<file path="src/rtl/dac_cmp_defines.vh">
`ifndef DAC_CMP_DEFINES_VH
`define DAC_CMP_DEFINES_VH

// Register offsets on the plain register port.
`define REG_INPUT_SELECT 4'h0
`define REG_REFERENCE_SELECT 4'h1
`define REG_CMP_CONTROL 4'h2
`define REG_CMP_RESULT 4'h3
`define REG_DAC_CONTROL 4'h4
`define REG_DAC_DESTINATION 4'h5
`define REG_DAC_DATA0 4'h6
`define REG_DAC_DATA1 4'h7
`define REG_STOP_CONTROL 4'h8

// Field positions.
`define CTL_FILTER_LSB 0
`define CTL_EDGE_LSB 2
`define CTL_OUT_EN_BIT 4
`define DAC_CONTROL_REGISTER_ENABLE0_BIT 0
`define DAC_CONTROL_REGISTER_ENABLE1_BIT 1
`define DAC_CONTROL_REGISTER_EVENT_EN_BIT 2
`define DSEL_PIN0_BIT 0
`define DSEL_PIN1_BIT 1
`define DSEL_CMP0_BIT 2
`define DSEL_CMP1_BIT 3
`define STOP_CMP_BIT 0
`define STOP_DAC_BIT 1

// Edge selection codes.
`define EDGE_RISING 2'h1
`define EDGE_FALLING 2'h2
`define EDGE_BOTH 2'h3

// Reset values.
`define RESET_SELECT 8'h00
`define RESET_CONTROL 8'h00
`define RESET_STOP 8'h03

// Filter sampling periods in clock cycles.
`define FILTER_PERIOD1 8
`define FILTER_PERIOD2 32
`define FILTER_PERIOD3 128

`endif

</file>
<file path="src/rtl/cmp_channel.v">
`timescale 1ns/1ps
`default_nettype none
`include "dac_cmp_defines.vh"

// One comparator channel: synchroniser, noise filter and edge detector.
module cmp_channel (
  input wire clock,
  input wire rstn,
  input wire enable,
  input wire raw_result,
  input wire [1:0] filter_select,
  input wire [1:0] edge_select,
  output reg filtered,
  output reg edge_pulse
);

  reg [2:0] sync;
  reg [7:0] count;
  reg [2:0] samples;
  reg stable_in;
  reg sample_tick;
  reg next_filtered;

  always @* begin
    case (filter_select)
      2'h1: sample_tick = (count == (`FILTER_PERIOD1 - 1));
      2'h2: sample_tick = (count == (`FILTER_PERIOD2 - 1));
      2'h3: sample_tick = (count == (`FILTER_PERIOD3 - 1));
      default: sample_tick = 1'b1;
    endcase
  end

  // Four equal samples (three held plus the current level) pass when filtering; bypass passes the synchronised level.
  always @* begin
    next_filtered = filtered;
    if (filter_select == 2'h0) begin
      next_filtered = stable_in;
    end else if (sample_tick) begin
      if (samples[1:0] == {2{stable_in}} && samples[2] == stable_in) begin
        next_filtered = stable_in;
      end
    end
  end

  always @(posedge clock or negedge rstn) begin
    if (!rstn) begin
      sync <= 3'h0;
      stable_in <= 1'b0;
      count <= 8'h00;
      samples <= 3'h0;
      filtered <= 1'b0;
      edge_pulse <= 1'b0;
    end else if (enable) begin
      sync[0] <= raw_result;
      sync[1] <= sync[0];
      sync[2] <= sync[1];
      // A change counts once the second and third stages agree.
      if (sync[1] == sync[2]) begin
        stable_in <= sync[2];
      end
      count <= (sample_tick || filter_select == 2'h0) ? 8'h00 : count + 8'h01;
      if (sample_tick) begin
        samples <= {samples[1:0], stable_in};
      end
      filtered <= next_filtered;
      // Compare the new filtered value with the held one.
      edge_pulse <= ((next_filtered && !filtered && edge_select[0]) ||
                     (!next_filtered && filtered && edge_select[1]));
    end else begin
      edge_pulse <= 1'b0;
    end
  end

endmodule // cmp_channel

`default_nettype wire

</file>
<file path="src/rtl/dac_comparator_control.v">
`timescale 1ns/1ps
`default_nettype none
`include "dac_cmp_defines.vh"

module dac_comparator_control #(
  parameter CHANNELS = 6,
  parameter DAC_BITS = 12
) (
  input wire clock,
  input wire rstn,
  input wire clock_enable,
  input wire [3:0] address,
  input wire [15:0] write_data,
  input wire write_strobe,
  input wire read_strobe,
  output reg [15:0] read_data,
  input wire [CHANNELS-1:0] raw_result,
  input wire adc_stopped,
  input wire adc_sync_enable,
  input wire routed_event,
  output reg [4*CHANNELS-1:0] input_connect,
  output reg [4*CHANNELS-1:0] reference_connect,
  output wire [CHANNELS-1:0] interrupt_request,
  output wire [CHANNELS-1:0] event_output,
  output wire [CHANNELS-1:0] output_enable_source,
  output reg [CHANNELS-1:0] result_pin,
  output reg [CHANNELS-1:0] result_pin_enable,
  output reg [DAC_BITS-1:0] dac_output0,
  output reg [DAC_BITS-1:0] dac_output1,
  output reg dac_pin_enable0,
  output reg dac_pin_enable1,
  output reg dac_cmp_enable0,
  output reg dac_cmp_enable1,
  output reg dac_convert0
);

  // Selection fields, stored as written, four bits per channel; decoded to one-hot on the connect outputs.
  reg [4*CHANNELS-1:0] input_select_field;
  reg [4*CHANNELS-1:0] reference_select_field;
  reg [5*CHANNELS-1:0] channel_control;
  reg [2:0] dac_control_register;
  reg [3:0] dac_destination_register;
  reg [DAC_BITS-1:0] dac_data0;
  reg [DAC_BITS-1:0] dac_data1;
  reg pending0;
  reg pending1;
  reg event_pending;
  reg [1:0] stop_control;
  integer sel_channel;
  wire [CHANNELS-1:0] filtered;
  wire [CHANNELS-1:0] edge_pulse;
  wire [CHANNELS-1:0] channel_valid;
  wire cmp_run;
  wire dac_run;

  assign cmp_run = clock_enable && !stop_control[`STOP_CMP_BIT];
  assign dac_run = clock_enable && !stop_control[`STOP_DAC_BIT];

  // Keeps only the documented codes; any other code connects nothing.
  function [3:0] one_hot;
    input [3:0] code;
    begin
      case (code)
        4'h1, 4'h2, 4'h4, 4'h8: one_hot = code;
        default: one_hot = 4'h0;
      endcase
    end
  endfunction

  // A channel that selects an amplified input is invalid while A/D is stopped.
  function amplified;
    input integer channel;
    input [3:0] code;
    begin
      amplified = (channel < 3) && (code == 4'h1);
    end
  endfunction

  genvar gi;
  generate
    for (gi = 0; gi < CHANNELS; gi = gi + 1) begin : gen_channel
      cmp_channel u_channel (
        .clock(clock),
        .rstn(rstn),
        .enable(cmp_run),
        .raw_result(raw_result[gi]),
        .filter_select(channel_control[5*gi+`CTL_FILTER_LSB +: 2]),
        .edge_select(channel_control[5*gi+`CTL_EDGE_LSB +: 2]),
        .filtered(filtered[gi]),
        .edge_pulse(edge_pulse[gi])
      );
      assign channel_valid[gi] = !(adc_stopped &&
        amplified(gi, input_select_field[4*gi +: 4]));
      assign interrupt_request[gi] = edge_pulse[gi] && channel_valid[gi];
      assign event_output[gi] = filtered[gi] && channel_valid[gi];
      assign output_enable_source[gi] = filtered[gi] && channel_valid[gi];
    end
  endgenerate

  always @(posedge clock or negedge rstn) begin
    if (!rstn) begin
      input_connect <= {4*CHANNELS{1'b0}};
      reference_connect <= {4*CHANNELS{1'b0}};
      result_pin <= {CHANNELS{1'b0}};
      result_pin_enable <= {CHANNELS{1'b0}};
    end else if (clock_enable) begin
      for (sel_channel = 0; sel_channel < CHANNELS; sel_channel = sel_channel + 1) begin
        input_connect[4*sel_channel +: 4] <=
          one_hot(input_select_field[4*sel_channel +: 4]);
        reference_connect[4*sel_channel +: 4] <=
          one_hot(reference_select_field[4*sel_channel +: 4]);
        result_pin[sel_channel] <= filtered[sel_channel] && channel_valid[sel_channel];
        result_pin_enable[sel_channel] <=
          channel_control[5*sel_channel+`CTL_OUT_EN_BIT] && cmp_run;
      end
    end
  end

  // Register writes, and the converter's deferred update.
  always @(posedge clock or negedge rstn) begin
    if (!rstn) begin
      input_select_field <= {4*CHANNELS{1'b0}};
      reference_select_field <= {4*CHANNELS{1'b0}};
      channel_control <= {5*CHANNELS{1'b0}};
      dac_control_register <= 3'h0;
      dac_destination_register <= 4'h0;
      dac_data0 <= {DAC_BITS{1'b0}};
      dac_data1 <= {DAC_BITS{1'b0}};
      stop_control <= 2'h3;
      pending0 <= 1'b0;
      pending1 <= 1'b0;
      event_pending <= 1'b0;
      dac_output0 <= {DAC_BITS{1'b0}};
      dac_output1 <= {DAC_BITS{1'b0}};
      dac_convert0 <= 1'b0;
    end else if (clock_enable) begin
      dac_convert0 <= 1'b0;
      if (write_strobe) begin
        case (address)
          `REG_INPUT_SELECT: input_select_field <= {{(4*CHANNELS-16){1'b0}}, write_data};
          `REG_REFERENCE_SELECT: reference_select_field <=
            {{(4*CHANNELS-16){1'b0}}, write_data};
          `REG_CMP_CONTROL: begin
            if (write_data[15:13] < CHANNELS) begin
              channel_control[5*write_data[15:13] +: 5] <= write_data[4:0];
            end
          end
          `REG_DAC_CONTROL: dac_control_register <= write_data[2:0];
          `REG_DAC_DESTINATION: dac_destination_register <= write_data[3:0];
          `REG_DAC_DATA0: begin
            dac_data0 <= write_data[DAC_BITS-1:0];
            pending0 <= 1'b1;
          end
          `REG_DAC_DATA1: begin
            dac_data1 <= write_data[DAC_BITS-1:0];
            pending1 <= 1'b1;
          end
          `REG_STOP_CONTROL: stop_control <= write_data[1:0];
          default: ;
        endcase
      end
      if (dac_run) begin
        if (routed_event && dac_control_register[`DAC_CONTROL_REGISTER_EVENT_EN_BIT]) begin
          event_pending <= 1'b1;
        end
        if (adc_sync_enable) begin
          if (pending0 || event_pending) begin
            dac_output0 <= dac_data0;
            dac_convert0 <= dac_control_register[`DAC_CONTROL_REGISTER_ENABLE0_BIT];
            // A fresh event in the same cycle stays pending.
            if (!(routed_event && dac_control_register[`DAC_CONTROL_REGISTER_EVENT_EN_BIT])) begin
              event_pending <= 1'b0;
            end
            if (!(write_strobe && address == `REG_DAC_DATA0)) begin
              pending0 <= 1'b0;
            end
          end
          if (pending1) begin
            dac_output1 <= dac_data1;
            if (!(write_strobe && address == `REG_DAC_DATA1)) begin
              pending1 <= 1'b0;
            end
          end
        end
      end
    end
  end

  // Destination gating: pin and comparator routes are independent.
  always @(posedge clock or negedge rstn) begin
    if (!rstn) begin
      dac_pin_enable0 <= 1'b0;
      dac_pin_enable1 <= 1'b0;
      dac_cmp_enable0 <= 1'b0;
      dac_cmp_enable1 <= 1'b0;
    end else if (clock_enable) begin
      dac_pin_enable0 <= dac_run && dac_control_register[`DAC_CONTROL_REGISTER_ENABLE0_BIT] &&
        dac_destination_register[`DSEL_PIN0_BIT];
      dac_pin_enable1 <= dac_run && dac_control_register[`DAC_CONTROL_REGISTER_ENABLE1_BIT] &&
        dac_destination_register[`DSEL_PIN1_BIT];
      dac_cmp_enable0 <= dac_run && dac_control_register[`DAC_CONTROL_REGISTER_ENABLE0_BIT] &&
        dac_destination_register[`DSEL_CMP0_BIT];
      dac_cmp_enable1 <= dac_run && dac_control_register[`DAC_CONTROL_REGISTER_ENABLE1_BIT] &&
        dac_destination_register[`DSEL_CMP1_BIT];
    end
  end

  // Read data stand in the cycle after the read strobe, and hold while clock_enable is low.
  always @(posedge clock or negedge rstn) begin
    if (!rstn) begin
      read_data <= 16'h0000;
    end else if (clock_enable) begin
      read_data <= 16'h0000;
      if (read_strobe) begin
        case (address)
          `REG_INPUT_SELECT: read_data <= input_select_field[15:0];
          `REG_REFERENCE_SELECT: read_data <= reference_select_field[15:0];
          `REG_CMP_CONTROL: read_data <= {11'h000, channel_control[4:0]};
          `REG_CMP_RESULT: read_data <= {{16-CHANNELS{1'b0}},
            filtered & channel_valid};
          `REG_DAC_CONTROL: read_data <= {13'h0000, dac_control_register};
          `REG_DAC_DESTINATION: read_data <= {12'h000, dac_destination_register};
          `REG_DAC_DATA0: read_data <= {{16-DAC_BITS{1'b0}}, dac_data0};
          `REG_DAC_DATA1: read_data <= {{16-DAC_BITS{1'b0}}, dac_data1};
          `REG_STOP_CONTROL: read_data <= {14'h0000, stop_control};
          default: read_data <= 16'h0000;
        endcase
      end
    end
  end

endmodule // dac_comparator_control

`default_nettype wire

</file>
<file path="config.mk">
export PLATFORM = sky130hd
export DESIGN_NAME = dac_comparator_control
export DESIGN_NICKNAME = d
export VERILOG_FILES = /design/src/rtl/cmp_channel.v /design/src/rtl/dac_comparator_control.v
export VERILOG_INCLUDE_DIRS = /design/src /design/src/rtl
export SDC_FILE = /design/constraint.sdc
export NUM_CORES = 1
export LEC_CHECK = 0
export ABC_AREA = 1
export BUFFER_PORTS_ARGS = -buffer_cell sky130_fd_sc_hd__buf_2
export CORE_AREA = 3 3 168 170
export DETAILED_ROUTE_END_ITERATION = 6
export DIE_AREA = 0 0 171 173
export PLACE_DENSITY = 0.72
export SLEW_MARGIN = 20
export SYNTH_ARGS = -nofsm -noshare
export SYNTH_HDL_FRONTEND = slang
export SYNTH_SLANG_ARGS = --single-unit
</file>
<file path="constraint.sdc">
create_clock -name clock -period 1.38 [get_ports clock]
set_input_delay 0.207 -clock clock [delete_from_list [all_inputs] [get_ports clock]]
set_output_delay 0.207 -clock clock [all_outputs]
set_load 0.01 [all_outputs]
</file>
Word level (Yosys, flattened, before mapping):

Index checks and enable logic that the tools add are counted.

* register bits after elaboration: 289
* input port bits: 34
* output and inout bits: 123
* logic and storage cells: 355

* $add $sub $neg: 7
* multipliers: 1
* $lt $le $gt $ge: 1
* equal/unequal tests: 94
* shift-type cells: 2
* muxes and demuxes: 66
* bitwise logic cells: 1
* reductions and logical operators: 124

Operator list (number)
* 16-bit one-hot mux with 9 select lines: 1
* 1-bit logical AND: 56
* 8-bit by 1-bit adder with 8-bit output (second input constant): 6
* 4-bit by 3-bit == test with 1-bit output (second input constant): 12
* 8-bit by 3-bit == test with 1-bit output (second input constant): 6
* 8-bit by 5-bit == test with 1-bit output (second input constant): 6
* 8-bit by 7-bit == test with 1-bit output (second input constant): 6
* 8-bit 2-to-1 mux: 6
* 1-bit 2-to-1 mux: 43
* 4-bit by 2-bit == test with 1-bit output (second input constant): 10
* 4-bit by 1-bit == test with 1-bit output (second input constant): 9
* 4-bit == test (second input constant): 9
* 6-bit negation with 34-bit output: 1
* 5-bit by 34-bit variable shift with 30-bit output (first input constant): 1
* 5-bit by 34-bit indexed part select with 30-bit output: 1
* 4-bit 2-to-1 mux: 8
* 4-bit OR reduction: 8
* 30-bit bitwise mux: 1
* 2-bit AND reduction: 13
* 2-bit == test (second input constant): 12
* 3-bit AND reduction: 7
* 1-bit one-hot mux with 3 select lines: 6
* 1-bit logical NOT: 17
* 16-bit 2-to-1 mux: 1
* 10 further kinds: 50

Logic depth before layout (Yosys ltp):

* depth after elaboration: 10
* mapped depth: 11
* mapped depth without buffers: 11

By module:

Synthesis repeated with hierarchy kept, for this count alone.

* cell total of the unflattened synthesis: 1587
* area total of the unflattened synthesis: 13701.9 um^2

Modules (own cells, without submodules)
* dac_comparator_control: times used 1, cells each 933, area each 8236.6 um^2, sequential area each 4682.0 um^2
* cmp_channel: times used 6, cells each 109, area each 910.9 um^2, sequential area each 425.4 um^2

Worst setup path before layout:

No wires, ideal clock.

* path type: input to register
* start point: input write_data[13]
* end point: register channel_control[6]
* setup time: 0.127 ns
* arrival: 1.574 ns
* required time: 1.253 ns
* path slack: -0.320 ns
* stages: 9
* path buffers: 1
* cell sequence: buf_2 inv_1 ha_1 xnor2_2 nand2_4 nor2_4 inv_1 nand2_1 o21ai_0

* cells in the longest elaborated chain, start to end: 4
* elaborated cells between the ends (all ways): 7
* those cells by class: 1 x add/sub; 1 x mul; 1 x order compare; 2 x shift; 1 x mux; 1 x reduce/logical

RTL lines
* start: declaration: RTL line dac_comparator_control.v:13 `input wire [15:0] write_data,`
* 3-bit by 3-bit multiplier with 6-bit output: RTL line dac_comparator_control.v:145 `channel_control[5*write_data[15:13] +: 5] <= write_data[4:0];`
* 6-bit negation with 34-bit output: RTL line dac_comparator_control.v:145
* 5-bit by 34-bit indexed part select with 30-bit output / 5-bit by 34-bit variable shift with 30-bit output (equally long branches): RTL line dac_comparator_control.v:145
* 30-bit bitwise mux: RTL line dac_comparator_control.v:145
* end signal: assignment: RTL line dac_comparator_control.v:124 `channel_control <= {5*CHANNELS{1'b0}};`
* end signal: indexed assignment: RTL line dac_comparator_control.v:145
* end: declaration: RTL line dac_comparator_control.v:40 `reg [5*CHANNELS-1:0] channel_control;`

Parallel ways exist; a longest one is shown, timed or not.
A chain may end at the register's enable or synchronous reset.

Worst setup path in the final report:

* start point: register input_select_field[3]
* end point: output event_output[0]

* cells in the longest elaborated chain, start to end: 4

RTL lines
* start: declaration: RTL line dac_comparator_control.v:38 `reg [4*CHANNELS-1:0] input_select_field;`
* start signal: assignment: RTL line dac_comparator_control.v:122 `input_select_field <= {4*CHANNELS{1'b0}};`
* start signal: assignment: RTL line dac_comparator_control.v:140 `` `REG_INPUT_SELECT: input_select_field <= {{(4*CHANNELS-16){1'b0}}, write_data}; ``
* 4-bit by 1-bit == test with 1-bit output: RTL line dac_comparator_control.v:75 `amplified = (channel < 3) && (code == 4'h1);`
* 1-bit logical AND: RTL line dac_comparator_control.v:92 `assign channel_valid[gi] = !(adc_stopped &&`
* 1-bit logical NOT: RTL line dac_comparator_control.v:92
* 1-bit logical AND: RTL line dac_comparator_control.v:95 `assign event_output[gi] = filtered[gi] && channel_valid[gi];`
* end: declaration: RTL line dac_comparator_control.v:24 `output wire [CHANNELS-1:0] event_output,`

No other way between the ends.

==> metrics.csv <==
metric,value,unit
Vias,12546,
Clock Latency Late Sink,0.58,ns
layout cells sized above 1,0.370,
clk sink count,289,
Placement Cell Area,0.0156,mm^2
Root Buffer,clkbuf_16,
worst min path class,in2reg,
post-DP HPWL,25.8,mm
pwr dens,1420,mW/mm^2
total length of routed wires,41.1,mm
Die Area,0.0296,mm^2
Pre-Repair DR Iteration Count,6,
DRC viols,0,
setup TNS,-18.40,ns
sequential area share after synthesis,0.541,
FP Rows,60,
Worst EP required,1.17,ns
Final Cell Area,0.0189,mm^2
post-synth cell types,53,
Layout Cells excl Fill,2308,
Max Clock Freq,536,MHz
htree depth,1,
main area contributors after synthesis,"dfrtp_1 54%, nand2_1 13%, o21ai_0 6.6%",
fraction of registers with async set/reset,1.00,
Yosys Warn Count,0,
initial core utilization,0.497,
# IOs,157,
crit path DAT,1.66,ns
Synth area leader,dfrtp_1,
Max stage delay on crit path,0.40,ns
clock-pin slew on the worst setup and hold paths,0.06,ns
dpl cells,2165,
status,finished with violations,
Worst Skew,0.0198,ns
Die X-Extent,171,um
RSZ-0062 raised after global routing,yes,
chip height,173,um
vias per std cell,5.44,
GP Congestion,0.926,
vias in the first global route,12008,
port bufs,140,
reg2reg setup slack,-0.31,ns
slowest CP cell,dfrtp_1,
fin nets,1985,
area grow syn2layout,41.6,%
area share of the largest cell type after synthesis,0.537,
worst setup margin,-0.486,ns
MaxCap Viol Count,0,
Top delay family on crit path,simple AND/OR/NAND/NOR gates,
gr usage total,0.253,
largest net degree at the start of global routing,98,
"antenna viol nets, final",0,
period utilisation layout,1.35,
CTS Buf Count,31,
initial antenna violation count,1,
ys flop type,dfrtp_1,
core area,0.0269,mm^2
Critical Path Fanout Max,3,
final core occ,0.704,
Post-synth EDFFs,0,
Most common cell on crit path,nand2_2,
global route overflow,0,
Iter 0 DRT Violations,1045,
P_leak,9.43,nW
final count of negative-setup-slack endpoints,118,
CP Launch Type,flip-flop,
Syn Std Cell Area,0.0134,mm^2
final hold vios,0,
CP cell instances,inv_2 -> nand2_2 -> nor3_4 -> nand2_2 -> nand2_2 -> inv_4 -> buf_6,
Longest Clk Path Bufs,3,
Worst VDD drop,0.00138,V
Synth Instances,1574,
first-pass GRT wire length,61.2,mm
CP endpoint kind,primary output,
violated checks,negative setup slack,
CP Buf/Inv Count,3,
Design Power,26.9,mW
WS Path Type,reg2out,
TritonCTS clock tree,yes,
mean routed wirelength per cell,17.8,um
post-route minimum period,1.87,ns
count of pins over their slew limit,0,
post-synthesis register bit count,289,
Syn Area/Cell,8.49,um^2
where the power goes:
part	switching (mW)	total (mW)	internal [mW]	leakage (nW)
sequential	1.19	11.0	9.85	3.83
combinational	3.64	6.40	2.76	5.02
clock	3.60	9.46	5.86	0.578
total	8.44	26.9	18.5	9.43
final timing paths:
path / start / endpoint / cells past startpoint
worst min register to register: dac_output0[9]$_DFFE_PN0P_ / dac_output0[9]$_DFFE_PN0P_ / 2
max in group asynchronous: rstn / gen_channel[5].u_channel.filtered$_DFFE_PN0P_ / 3
worst max register to register: gen_channel[5].u_channel.count[0]$_DFFE_PN0P_ / gen_channel[5].u_channel.edge_pulse$_DFF_PN0_ / 9
worst max-delay path: input_select_field[3]$_DFFE_PN0P_ / event_output[0] / 7
min in group asynchronous: rstn / dac_data1[6]$_DFFE_PN0P_ / 2
worst min-delay path: write_data[7] / dac_data0[7]$_DFFE_PN0P_ / 3
layer usage:
metal	GRT usage	up-vias	wire (um)
met2	0.425	525	20500
met1	0.338	6093	16100
met4	0.0919	0	1650
met5	0	-	0
met3	0.0332	117	2830
li1	-	5811	-
kinds of logic after synthesis:
family          Yosys count  synth area share
compound gates          287             0.119
mux                       3           0.00253
fa+ha+maj                10           0.00936
other cells               1          0.000281
flops                   289             0.541
buf+inv                 235            0.0806
simple gates            743             0.242
xor+xnor                  6           0.00449
state kept, by name (all words and copies together) (netlist names), 18 cells and up:
| name | flops |
|---|---|
| gen_channel.u_channel.samples | 18 |
| channel_control | 30 |
| gen_channel.u_channel.count | 48 |
| gen_channel.u_channel.sync | 18 |
Yosys cell counts, types with 13 or more instances:
| cell type | number |
|---|---|
| nand2_1 | 462 |
| inv_1 | 145 |
| o22ai_1 | 22 |
| buf_2 | 24 |
| o21ai_0 | 175 |
| a21oi_1 | 17 |
| nor2_2 | 13 |
| nor2_1 | 125 |
| dfrtp_1 | 287 |
| clkbuf_1 | 14 |
| buf_4 | 32 |
| o21ai_1 | 31 |
| nand3_1 | 85 |
final cells by class:
type / count / area, um^2
inverter: 159 / 663
clock inverter: 21 / 333
timing repair buffer: 393 / 3180
antenna: 1 / 2.50
fill: 1874 / 7940
sequential: 289 / 7240
multi-input combinational: 1066 / 6240
clock buffer: 37 / 838
tap: 341 / 427
timing repair inverter: 1 / 16.3
worst min-delay path, delay by kind of cell:
kind | cells | cell delay (ns)
AOI/OAI and AO/OA | 1 | 0.17
buffers and inverters | 2 | 0.17
timing repair:
action | in CTS | in global routing
endpoints found under the setup margin | 112 | 116
setup buffers | 34 | 29
cloned | 2 | 6
gates resized for setup | 189 | 216
pin swaps | 62 | 90
hold buffers | 21 | 0
endpoints found under the hold margin | 327 | 0
placed cells by master (no fill, tap or decap), types with 9 or more instances in the layout:
| cell type | count |
|---|---|
| o21ai_2 | 20 |
| dlygate4sd3_1 | 21 |
| nor3b_2 | 15 |
| nand3_1 | 60 |
| clkbuf_16 | 35 |
| nor2_2 | 25 |
| o22ai_1 | 21 |
| a21oi_1 | 9 |
| dfrtp_1 | 284 |
| nand2_2 | 63 |
| inv_2 | 21 |
| o21ai_1 | 48 |
| nand3_2 | 19 |
| buf_6 | 35 |
| o21ai_0 | 137 |
| nor2_1 | 80 |
| a21oi_2 | 9 |
| conb_1 | 16 |
| nand2_1 | 378 |
| nor2_4 | 39 |
| buf_4 | 179 |
| nand2_4 | 26 |
| buf_12 | 22 |
| buf_2 | 129 |
| inv_1 | 129 |
metrics by stage:
stage	setup WS, ns	hold WS (ns)
CTS	-0.539	0.000623
finish	-0.486	0.0170
global placement	-0.409	0.0759
floorplan	-0.0277	-0.0886
global route	-0.511	0.0406
detailed placement	-0.577	0.0726
No activity file was read; power rests on OpenSTA's default activity.
